$ cat config.mk
export PLATFORM = sky130hd
export DESIGN_NAME = fmc_modulation_control
export DESIGN_NICKNAME = d
export VERILOG_FILES = /design/src/inc/fmc_pkg.sv /design/src/hw/fmc_fifo.sv /design/src/hw/fmc_modulation_control.sv
export SDC_FILE = /design/constraint.sdc
export NUM_CORES = 1
export LEC_CHECK = 0
export BUFFER_PORTS_ARGS = -buffer_cell sky130_fd_sc_hd__buf_4
export CAP_MARGIN = 15
export CORE_ASPECT_RATIO = 0.5
export CORE_MARGIN = 2
export CORE_UTILIZATION = 50
export DETAILED_ROUTE_END_ITERATION = 8
export PLACE_DENSITY = 0.78
export SETUP_SLACK_MARGIN = 0.3
export SKIP_LAST_GASP = 1
export SLEW_MARGIN = 20
export SYNTH_ARGS = -nofsm -noshare
export SYNTH_HDL_FRONTEND = slang
export SYNTH_SLANG_ARGS = --single-unit
$ cat constraint.sdc
create_clock -name clk -period 3.2 [get_ports clk]
set_input_delay 0.48 -clock clk [delete_from_list [all_inputs] [get_ports clk]]
set_output_delay 0.48 -clock clk [all_outputs]
set_load 0.05 [all_outputs]
$ cat src/inc/fmc_pkg.sv
package fmc_pkg;
   // -----------------------------------------------------------------
   // Field widths and positions.
   // -----------------------------------------------------------------
   localparam int FMC_WORD_W = 24;            // Three byte registers.
   localparam int FMC_ENABLE_A_BIT = 0;         // LSB of the low byte.
   localparam int FMC_REFDIV_W = 3;           // Reference divider field.
   localparam int FMC_MANT_W = 4;             // Deviation mantissa.
   localparam int FMC_EXP_W = 3;              // Deviation exponent.
   localparam int FMC_POWER_W = 8;            // Output power level.
   // -----------------------------------------------------------------
   // Synthesizer scaling.
   // -----------------------------------------------------------------
   localparam int FMC_LOW_DEN = 32768;        // Low band denominator.
   localparam int FMC_HIGH_DEN = 16384;       // High band denominator.
   localparam int FMC_LOW_EXP_BIAS = 16;      // Low band deviation bias.
   localparam int FMC_HIGH_EXP_BIAS = 15;     // High band deviation bias.
   // -----------------------------------------------------------------
   // Reset values and timing.
   // -----------------------------------------------------------------
   localparam logic [FMC_REFDIV_W-1:0] FMC_REFDIV_RST = 3'h1;
   localparam logic [FMC_POWER_W-1:0] FMC_POWER_RST = 8'h00;
   localparam int FMC_BIT_DIV_DEF = 64;       // Clock cycles per bit.
   localparam int FMC_GAUSS_TAPS = 4;         // Shaping filter length.
   localparam int FMC_FIFO_DEPTH = 8;         // Words in data FIFO.
   // -----------------------------------------------------------------
   // Data formats.
   // -----------------------------------------------------------------
   typedef enum logic [1:0] {
      FMC_FMT_NRZ = 2'h0,
      FMC_FMT_MANCH = 2'h1,
      FMC_FMT_ASYNC = 2'h2
   } fmc_format_e;
   // Modulator states, one-hot.
   typedef enum logic [2:0] {
      FMC_ST_IDLE = 3'h1,
      FMC_ST_FIRST = 3'h2,
      FMC_ST_SECOND = 3'h4
   } fmc_state_e;
endpackage

$ cat src/hw/fmc_fifo.sv
`timescale 1ns/1ns
// -------------------------------------------------------------------
// Small synchronous FIFO with valid/ready on both sides.
// -------------------------------------------------------------------
module fmc_fifo
   import fmc_pkg::*;
#(
   parameter int WIDTH = 1,
   parameter int DEPTH = FMC_FIFO_DEPTH
) (
   input wire logic clk,
   input wire logic reset_n,
   input wire logic in_valid,
   output logic in_ready,
   input wire logic [WIDTH-1:0] in_data,
   output logic out_valid,
   input wire logic out_ready,
   output logic [WIDTH-1:0] out_data
);
   localparam int AW = $clog2(DEPTH);
   logic [WIDTH-1:0] mem_q [DEPTH];           // Storage array.
   logic [AW-1:0] wr_q, wr_d, rd_q, rd_d;     // Pointers.
   logic [AW:0] cnt_q, cnt_d;                 // Fill level.
   logic push, pop;

   // Next pointer and level values.
   always_comb begin
      push = in_valid && (cnt_q != (AW+1)'(DEPTH));
      pop = (cnt_q != '0) && out_ready;
      wr_d = push ? ((wr_q == AW'(DEPTH-1)) ? '0 : wr_q + 1'b1) : wr_q;
      rd_d = pop ? ((rd_q == AW'(DEPTH-1)) ? '0 : rd_q + 1'b1) : rd_q;
      cnt_d = cnt_q + (AW+1)'(push) - (AW+1)'(pop);
   end

   // Register pointers and the fill level.
   always_ff @(posedge clk or negedge reset_n) begin
      if (!reset_n) begin
         wr_q <= '0;
         rd_q <= '0;
         cnt_q <= '0;
      end else begin
         wr_q <= wr_d;
         rd_q <= rd_d;
         cnt_q <= cnt_d;
      end
   end

   // Storage has no reset.
   always_ff @(posedge clk) begin
      if (push) begin
         mem_q[wr_q] <= in_data;
      end
   end

   assign in_ready = (cnt_q != (AW+1)'(DEPTH));
   assign out_valid = (cnt_q != '0);
   assign out_data = mem_q[rd_q];

   // Level never exceeds depth.
   chk_fifo_bound: assert property (
      @(posedge clk) disable iff (!reset_n)
      cnt_q <= (AW+1)'(DEPTH))
      else $error("fifo level above depth");
endmodule

$ cat src/hw/fmc_modulation_control.sv
`timescale 1ns/1ns
// Operation
// - Two carrier words, main bit selects one.
// - Three bytes per word, LSB is enable_a.
// - Carrier scales by band denominator.
// - Band bit: low or high band.
// - Reference divider is three-bit field, 1..7.
// - Deviation: 4-bit mantissa, 3-bit exponent.
// - Data zero minus, one plus deviation.
// - Deviation scales by exponent bias per band.
// - Zero mantissa selects on-off keying.
// - Shaping bit enables Gaussian filtering.
// - Eight-bit output power setting.
// - Data delayed by sync and modulator.
// - Device drives bit clock, rising edge capture.
// - Manchester: zero rises, one falls.
module fmc_modulation_control
   import fmc_pkg::*;
#(
   parameter int BIT_DIV = FMC_BIT_DIV_DEF
) (
   input wire logic clk,
   input wire logic reset_n,
   input wire logic [7:0] freq_a_hi,           // Word A bytes.
   input wire logic [7:0] freq_a_mid,
   input wire logic [7:0] freq_a_lo,
   input wire logic [7:0] freq_b_hi,           // Word B bytes.
   input wire logic [7:0] freq_b_mid,
   input wire logic [7:0] freq_b_lo,
   input wire logic freq_select,               // 0 = word A, 1 = word B.
   input wire logic band_choice,               // 0 low band, 1 high band.
   input wire logic config_commit,             // Pulse: apply new words.
   input wire logic [FMC_REFDIV_W-1:0] ref_div_a,
   input wire logic [FMC_REFDIV_W-1:0] ref_div_b,
   input wire logic [FMC_MANT_W-1:0] deviation_mantissa,
   input wire logic [FMC_EXP_W-1:0] deviation_exponent,
   input wire logic shaping_enable,
   input wire logic [FMC_POWER_W-1:0] output_power_level,
   input wire logic [1:0] data_format,
   input wire logic tx_enable,
   input wire logic tx_bit_in,
   output logic bit_clock_out,
   output logic [FMC_WORD_W-2:0] synth_word,   // Word without enable_a.
   output logic synth_enable_a,
   output logic synth_band,
   output logic [FMC_REFDIV_W-1:0] synth_ref_div,
   output logic [FMC_MANT_W-1:0] dev_mantissa_out,
   output logic [FMC_EXP_W:0] dev_shift_out,   // Exponent plus band.
   output logic mod_freq_up,                    // 1 = carrier plus dev.
   output logic [FMC_POWER_W-1:0] pa_level_out,
   output logic ook_mode,
   output logic [FMC_GAUSS_TAPS:0] shaped_level,
   output logic fifo_full
);
   localparam int CW = $clog2(BIT_DIV);
   localparam logic [CW-1:0] HALF = CW'(BIT_DIV / 2 - 1);
   localparam logic [CW-1:0] LAST = CW'(BIT_DIV - 1);

   // -----------------------------------------------------------------
   // Synthesizer word shadowing.
   // -----------------------------------------------------------------
   logic [FMC_WORD_W-1:0] word_q, word_d;
   logic band_q, band_d;
   logic [FMC_REFDIV_W-1:0] rdiv_q, rdiv_d;
   logic [FMC_MANT_W-1:0] mant_q, mant_d;
   logic [FMC_EXP_W-1:0] exp_q, exp_d;
   logic [FMC_POWER_W-1:0] pwr_q, pwr_d;
   logic shape_q, shape_d;

   // Pick the active word and take it only on commit.
   always_comb begin
      word_d = word_q;
      band_d = band_q;
      rdiv_d = rdiv_q;
      mant_d = mant_q;
      exp_d = exp_q;
      shape_d = shape_q;
      pwr_d = output_power_level;
      if (config_commit) begin
         // Selection bit chooses between the two words.
         word_d = freq_select ?
            {freq_b_hi, freq_b_mid, freq_b_lo} :
            {freq_a_hi, freq_a_mid, freq_a_lo};
         band_d = band_choice;
         rdiv_d = freq_select ? ref_div_b : ref_div_a;
         mant_d = deviation_mantissa;
         exp_d = deviation_exponent;
         shape_d = shaping_enable;
      end
   end

   // Register the shadow set.
   always_ff @(posedge clk or negedge reset_n) begin
      if (!reset_n) begin
         word_q <= '0;
         band_q <= 1'b0;
         rdiv_q <= FMC_REFDIV_RST;
         mant_q <= '0;
         exp_q <= '0;
         shape_q <= 1'b0;
         pwr_q <= FMC_POWER_RST;
      end else begin
         word_q <= word_d;
         band_q <= band_d;
         rdiv_q <= rdiv_d;
         mant_q <= mant_d;
         exp_q <= exp_d;
         shape_q <= shape_d;
         pwr_q <= pwr_d;
      end
   end

   // -----------------------------------------------------------------
   // Bit clock divider.
   // -----------------------------------------------------------------
   logic [CW-1:0] div_q, div_d;
   logic bclk_q, bclk_d;
   logic rise;                                      // Capture enable.
   logic mid;                                       // Mid-bit enable.

   // Count a bit period; the bit clock rises at its start.
   always_comb begin
      div_d = (div_q == LAST) ? '0 : div_q + 1'b1;
      rise = tx_enable && (div_q == LAST);
      mid = tx_enable && (div_q == HALF);
      bclk_d = bclk_q;
      if (!tx_enable) begin
         div_d = '0;
         bclk_d = data_format[0];                   // Idle level.
      end else if (rise) begin
         bclk_d = 1'b1;
      end else if (mid) begin
         bclk_d = 1'b0;
      end
   end

   // Register the divider.
   always_ff @(posedge clk or negedge reset_n) begin
      if (!reset_n) begin
         div_q <= '0;
         bclk_q <= 1'b0;
      end else begin
         div_q <= div_d;
         bclk_q <= bclk_d;
      end
   end

   // -----------------------------------------------------------------
   // Data capture and FIFO.
   // -----------------------------------------------------------------
   logic f_in_ready, f_out_valid, f_out_data;
   logic f_pop;

   // Bits are pushed at each bit clock rising edge, except in async format.
   fmc_fifo #(
      .WIDTH(1),
      .DEPTH(FMC_FIFO_DEPTH)
   ) u_fifo (
      .clk(clk),
      .reset_n(reset_n),
      .in_valid(rise && data_format != FMC_FMT_ASYNC),
      .in_ready(f_in_ready),
      .in_data(tx_bit_in),
      .out_valid(f_out_valid),
      .out_ready(f_pop),
      .out_data(f_out_data)
   );

   // -----------------------------------------------------------------
   // Modulator sequencing.
   // -----------------------------------------------------------------
   fmc_state_e st_q, st_d;
   logic bit_q, bit_d;                              // Current bit.
   logic sym_q, sym_d;                              // Modulator symbol.
   logic full_q, full_d;

   // The next bit leaves the FIFO one bit period after capture.
   always_comb begin
      st_d = st_q;
      bit_d = bit_q;
      sym_d = sym_q;
      f_pop = 1'b0;
      full_d = !f_in_ready;
      unique case (st_q)
         FMC_ST_IDLE: begin
            if (rise && f_out_valid) begin
               f_pop = 1'b1;
               bit_d = f_out_data;
               st_d = FMC_ST_FIRST;
            end
         end
         FMC_ST_FIRST: begin
            // First half always carries the bit itself.
            sym_d = bit_q;
            if (mid) begin
               st_d = FMC_ST_SECOND;
            end
         end
         FMC_ST_SECOND: begin
            // Manchester second half inverts, so a zero rises.
            sym_d = (data_format == FMC_FMT_MANCH) ? !bit_q : bit_q;
            if (rise) begin
               st_d = FMC_ST_IDLE;
               if (f_out_valid) begin
                  f_pop = 1'b1;
                  bit_d = f_out_data;
                  st_d = FMC_ST_FIRST;
               end
            end
         end
      endcase
      if (data_format == FMC_FMT_ASYNC) begin
         sym_d = tx_bit_in;                         // Transparent mode.
      end
   end

   // Register the sequencer.
   always_ff @(posedge clk or negedge reset_n) begin
      if (!reset_n) begin
         st_q <= FMC_ST_IDLE;
         bit_q <= 1'b0;
         sym_q <= 1'b0;
         full_q <= 1'b0;
      end else begin
         st_q <= st_d;
         bit_q <= bit_d;
         sym_q <= sym_d;
         full_q <= full_d;
      end
   end

   // -----------------------------------------------------------------
   // Gaussian shaping and output stage.
   // -----------------------------------------------------------------
   logic [FMC_GAUSS_TAPS-1:0] tap_q, tap_d;
   logic [FMC_GAUSS_TAPS:0] lvl_q, lvl_d;
   logic up_q, up_d, ook_q, ook_d;
   logic [FMC_EXP_W:0] shift_q, shift_d;

   // Moving sum of recent symbols approximates the Gaussian pulse.
   always_comb begin
      tap_d = {tap_q[FMC_GAUSS_TAPS-2:0], sym_q};
      lvl_d = '0;
      for (int i = 0; i < FMC_GAUSS_TAPS; i++) begin
         lvl_d = lvl_d + (FMC_GAUSS_TAPS+1)'(tap_q[i]);
      end
      if (!shape_q) begin
         lvl_d = sym_q ? (FMC_GAUSS_TAPS+1)'(FMC_GAUSS_TAPS) : '0;
      end
      up_d = sym_q;
      ook_d = (mant_q == '0);
      // High band bias is one less, so shift one more; the extra bit
      // keeps exponent 7 in the high band from wrapping to zero.
      shift_d = {1'b0, exp_q} + (FMC_EXP_W+1)'(band_q);
   end

   // Register the output stage.
   always_ff @(posedge clk or negedge reset_n) begin
      if (!reset_n) begin
         tap_q <= '0;
         lvl_q <= '0;
         up_q <= 1'b0;
         ook_q <= 1'b1;
         shift_q <= '0;
      end else begin
         tap_q <= tap_d;
         lvl_q <= lvl_d;
         up_q <= up_d;
         ook_q <= ook_d;
         shift_q <= shift_d;
      end
   end

   // All outputs are flip-flops.
   assign bit_clock_out = bclk_q;
   assign synth_word = word_q[FMC_WORD_W-1:1];
   assign synth_enable_a = word_q[FMC_ENABLE_A_BIT];
   assign synth_band = band_q;
   assign synth_ref_div = rdiv_q;
   assign dev_mantissa_out = mant_q;
   assign dev_shift_out = shift_q;
   assign mod_freq_up = up_q;
   assign pa_level_out = pwr_q;
   assign ook_mode = ook_q;
   assign shaped_level = lvl_q;
   assign fifo_full = full_q;

   // -----------------------------------------------------------------
   // Checks.
   // -----------------------------------------------------------------
   chk_word_hold: assert property (
      @(posedge clk) disable iff (!reset_n)
      !config_commit |=> $stable(word_q))
      else $error("word changed without commit");
   chk_word_pick: assert property (
      @(posedge clk) disable iff (!reset_n)
      config_commit && freq_select |=>
      word_q == {$past(freq_b_hi), $past(freq_b_mid), $past(freq_b_lo)})
      else $error("word B not taken");
   chk_ook_zero: assert property (
      @(posedge clk) disable iff (!reset_n)
      mant_q == '0 |=> ook_mode)
      else $error("ook not set on zero mantissa");
   chk_dev_band: assert property (
      @(posedge clk) disable iff (!reset_n)
      band_q |=> dev_shift_out == (FMC_EXP_W+1)'($past(exp_q)) + 1'b1)
      else $error("high band shift wrong");
   chk_sym_dir: assert property (
      @(posedge clk) disable iff (!reset_n)
      ##1 mod_freq_up == $past(sym_q))
      else $error("deviation direction wrong");
   chk_bclk_rise: assert property (
      @(posedge clk) disable iff (!reset_n)
      rise |=> bit_clock_out)
      else $error("bit clock not high after capture");
   chk_manch_half: assert property (
      @(posedge clk) disable iff (!reset_n)
      st_q == FMC_ST_SECOND && data_format == FMC_FMT_MANCH
      |=> sym_q == !$past(bit_q))
      else $error("manchester second half wrong");
   chk_enable_a_bit: assert property (
      @(posedge clk) disable iff (!reset_n)
      config_commit |=> synth_enable_a ==
      $past(freq_select ? freq_b_lo[0] : freq_a_lo[0]))
      else $error("enable_a bit misplaced");
   chk_power_path: assert property (
      @(posedge clk) disable iff (!reset_n)
      ##1 pa_level_out == $past(output_power_level))
      else $error("power level not passed");
endmodule

==> run metrics <==
setup bufs post-CTS 0; Max clock buf depth 2; RSZ-0062 raised after global routing false; Synth top area share 49.90%; dominant cells by area after synthesis dfrtp_1, mux2i_1, edfxtp_1; Synth Flop Type dfrtp_1; worst IR drop on VDD 311.9 uV; placed cell count 521; GRT Overall Usage 19.89%; Area growth syn-to-layout 35.19%; ANT nets after route 0; YS warnings 0; initial antenna violation count 0; die area 8379 um2; Hold Startpoint output_power_level[1]; largest net degree at the start of global routing 80; aggregate routed wire length 8009 um; setup TNS 0 ns; hold depth 1; data required time of the critical path 3.42 ns; DRC 0; Final period util 81.50%; leading area contributor after synthesis dfrtp_1; M1 GR Usage 21.07%; reg2reg setup slack 0.59 ns; hold crit path type input pin to flop; worst slew pin tran 0.9599 ns; Fin. Hold Viols 0; CTS tree yes; Clock transition at path regs 0.06 ns; LEAKAGE 0.002495 uW; CORE AREA 7350 um2; Achievable Freq 0.3834 GHz; Crit Path Max Fanout 6; Layout Utilization 70.11%; I/O pins 132; Final Critical Period 2.608 ns; Place WS 0.6106 ns; # rows 22; global-route wire length before repair 12560 um; outcome finished clean; non-filler instance count after layout 537; reg2reg end u_fifo.cnt_q[2]; Seq cells post-synth 87; GPL Wtd Cong 0.7925; CTS Buf Count 9; Post-synth ARST share 90.80%; DP HPWL 5758 um; Final setup viols 0; Clock Skews 0.005099 ns; # port buffers 129; PostCTS Resize Cnt 0; Cells after Synth 309; hold endpoint pa_level_out[1]; MaxCap Viol Count 0; syn_area_per_cell 12.33 um2; Die W 127.5 um; Seq/Total Area, Yosys 58.27%; DIE HEIGHT 65.74 um; # diodes 0; critical path class flop to flop; Via density 5.056; routed len/inst 14.91 um; grt met3 use 8.225%; # hold bufs at CTS 0; Net count, final 532; Reg2Reg Depth 11; EDFF count, synth 8; mapped cell area 3811 um2; grt peak-use layer met2; final instance area 5152 um2; reg2reg start div_q[0]; Critical Path AT 2.83 ns; Clk Latency, worst-skew pair 0.34 ns; vias in the first global route 2683; DR pass1 iterations 4; Rel. slew slack 36.01%; Max H-tree Level 3; initial core utilization 51.86%; M2 GR Usage 36.56%; DRT iter0 DRCs 128; Clock Tree Root clkbuf_16; # clock sinks 87; crit start category flop; pwr dens 551.8 nW/um2; final worst slack 0.5920 ns; Cell Area, Placed 4838 um2; gr ovfl total 0; Vias 2715; Final Max Tran Viols 0; layout cell share with drive strength beyond 1 38.55%; Synth cell types 47; CP Capture Type flop
==> worst max-delay path, stage by stage, from the launching register on <==
cell	delay [ns]
dfrtp_1	0.37
ha_1	0.29
nand4_4	0.19
a211oi_2	0.34
nand2_1	0.19
inv_1	0.09
ha_1	0.22
inv_1	0.07
ha_1	0.17
inv_1	0.06
fa_1	0.39
xnor2_1	0.14
==> layout make-up <==
class                   instances  area (um2)
flip-flops and latches         87        2221
fillers                       541        2197
multi-input cells             199        1491
repair buffers                129       968.4
clock buffers                  10       229.0
well taps                      96       120.1
clock inverters                 6       85.08
inverters                      10       37.54
==> metal layers <==
metal | vias to the layer above | share of wire [%]
li1 | 1332 | -
met1 | 1306 | 41
met2 | 70 | 52
met3 | 7 | 6.3
met4 | 0 | 1.1
met5 | - | 0
==> Yosys cell counts (2+ instances only) <==
library cell,count
a21oi_1,31
a31oi_1,2
and2_1,3
and3_1,2
buf_1,3
buf_2,4
buf_4,2
clkbuf_1,5
dfrtp_1,76
dfstp_2,3
edfxtp_1,8
fa_1,2
ha_1,15
inv_1,10
mux2_2,13
mux2_4,3
mux2i_1,28
mux4_2,2
nand2_1,7
nand2b_1,3
nand3_1,5
nor2_1,44
nor2b_1,4
nor3_1,2
o21ai_0,3
xnor2_1,6
xor2_1,3
==> layout by cell type, fill, tap and decap left out, types with 4 or more instances in the layout <==
cell type,count
edfxtp_1,8
ha_1,15
nand2_1,7
buf_4,129
a21oi_1,31
nand3_1,5
nor2b_1,4
inv_1,10
nor2_1,44
clkbuf_16,9
xnor2_1,6
mux2_2,13
mux2i_1,28
dfrtp_1,76
==> state kept, by name, summed over array words and instances, names as in the netlist, 3 cells and up <==
register	flops
word_q	24
pa_level_out	8
u_fifo.mem_q	8
div_q	6
dev_mantissa_out	4
dev_shift_out	4
tap_q	4
u_fifo.cnt_q	4
exp_q	3
shaped_level	3
st_q	3
synth_ref_div	3
u_fifo.rd_q	3
u_fifo.wr_q	3
==> per-stage QoR <==
step / power, uW / hold WS (ns)
after detailed placement: 1783 / 0.3724
after floorplan: 1558 / 0.1844
after global placement: 1767 / 0.3690
after global routing: 2956 / 0.2341
after CTS: 2876 / 0.2364
final: 2843 / 0.2510
==> how the worst max path moves through the flow <==
stage	from	end	slack, ns
after floorplan	div_q[0]	u_fifo.cnt_q[2]	0.87
after global placement	div_q[0]	u_fifo.cnt_q[2]	0.74
after detailed placement	div_q[0]	u_fifo.cnt_q[2]	0.61
after CTS	div_q[0]	u_fifo.cnt_q[2]	0.60
after global routing	div_q[0]	u_fifo.cnt_q[2]	0.43
final	div_q[0]	u_fifo.cnt_q[2]	0.59
==> where the power goes <==
part           internal (uW)  switching, uW
combinational            189            343
clock                    680            405
sequential              1190           40.3
==> logic make-up (layout without fill, tap and decap cells) <==
kind of cell / Yosys count / in the layout / share of synthesized area (%)
mux: 46 / 46 / 13.56
simple gates: 82 / 82 / 11.00
compound gates: 43 / 43 / 6.336
flops: 87 / 87 / 58.27
fa+ha+maj: 17 / 17 / 5.975
other cells: 1 / 2 / 0.09840
buf+inv: 24 / 155 / 2.692
xor+xnor: 9 / 9 / 2.068
No activity file was read; power rests on OpenSTA's default activity.
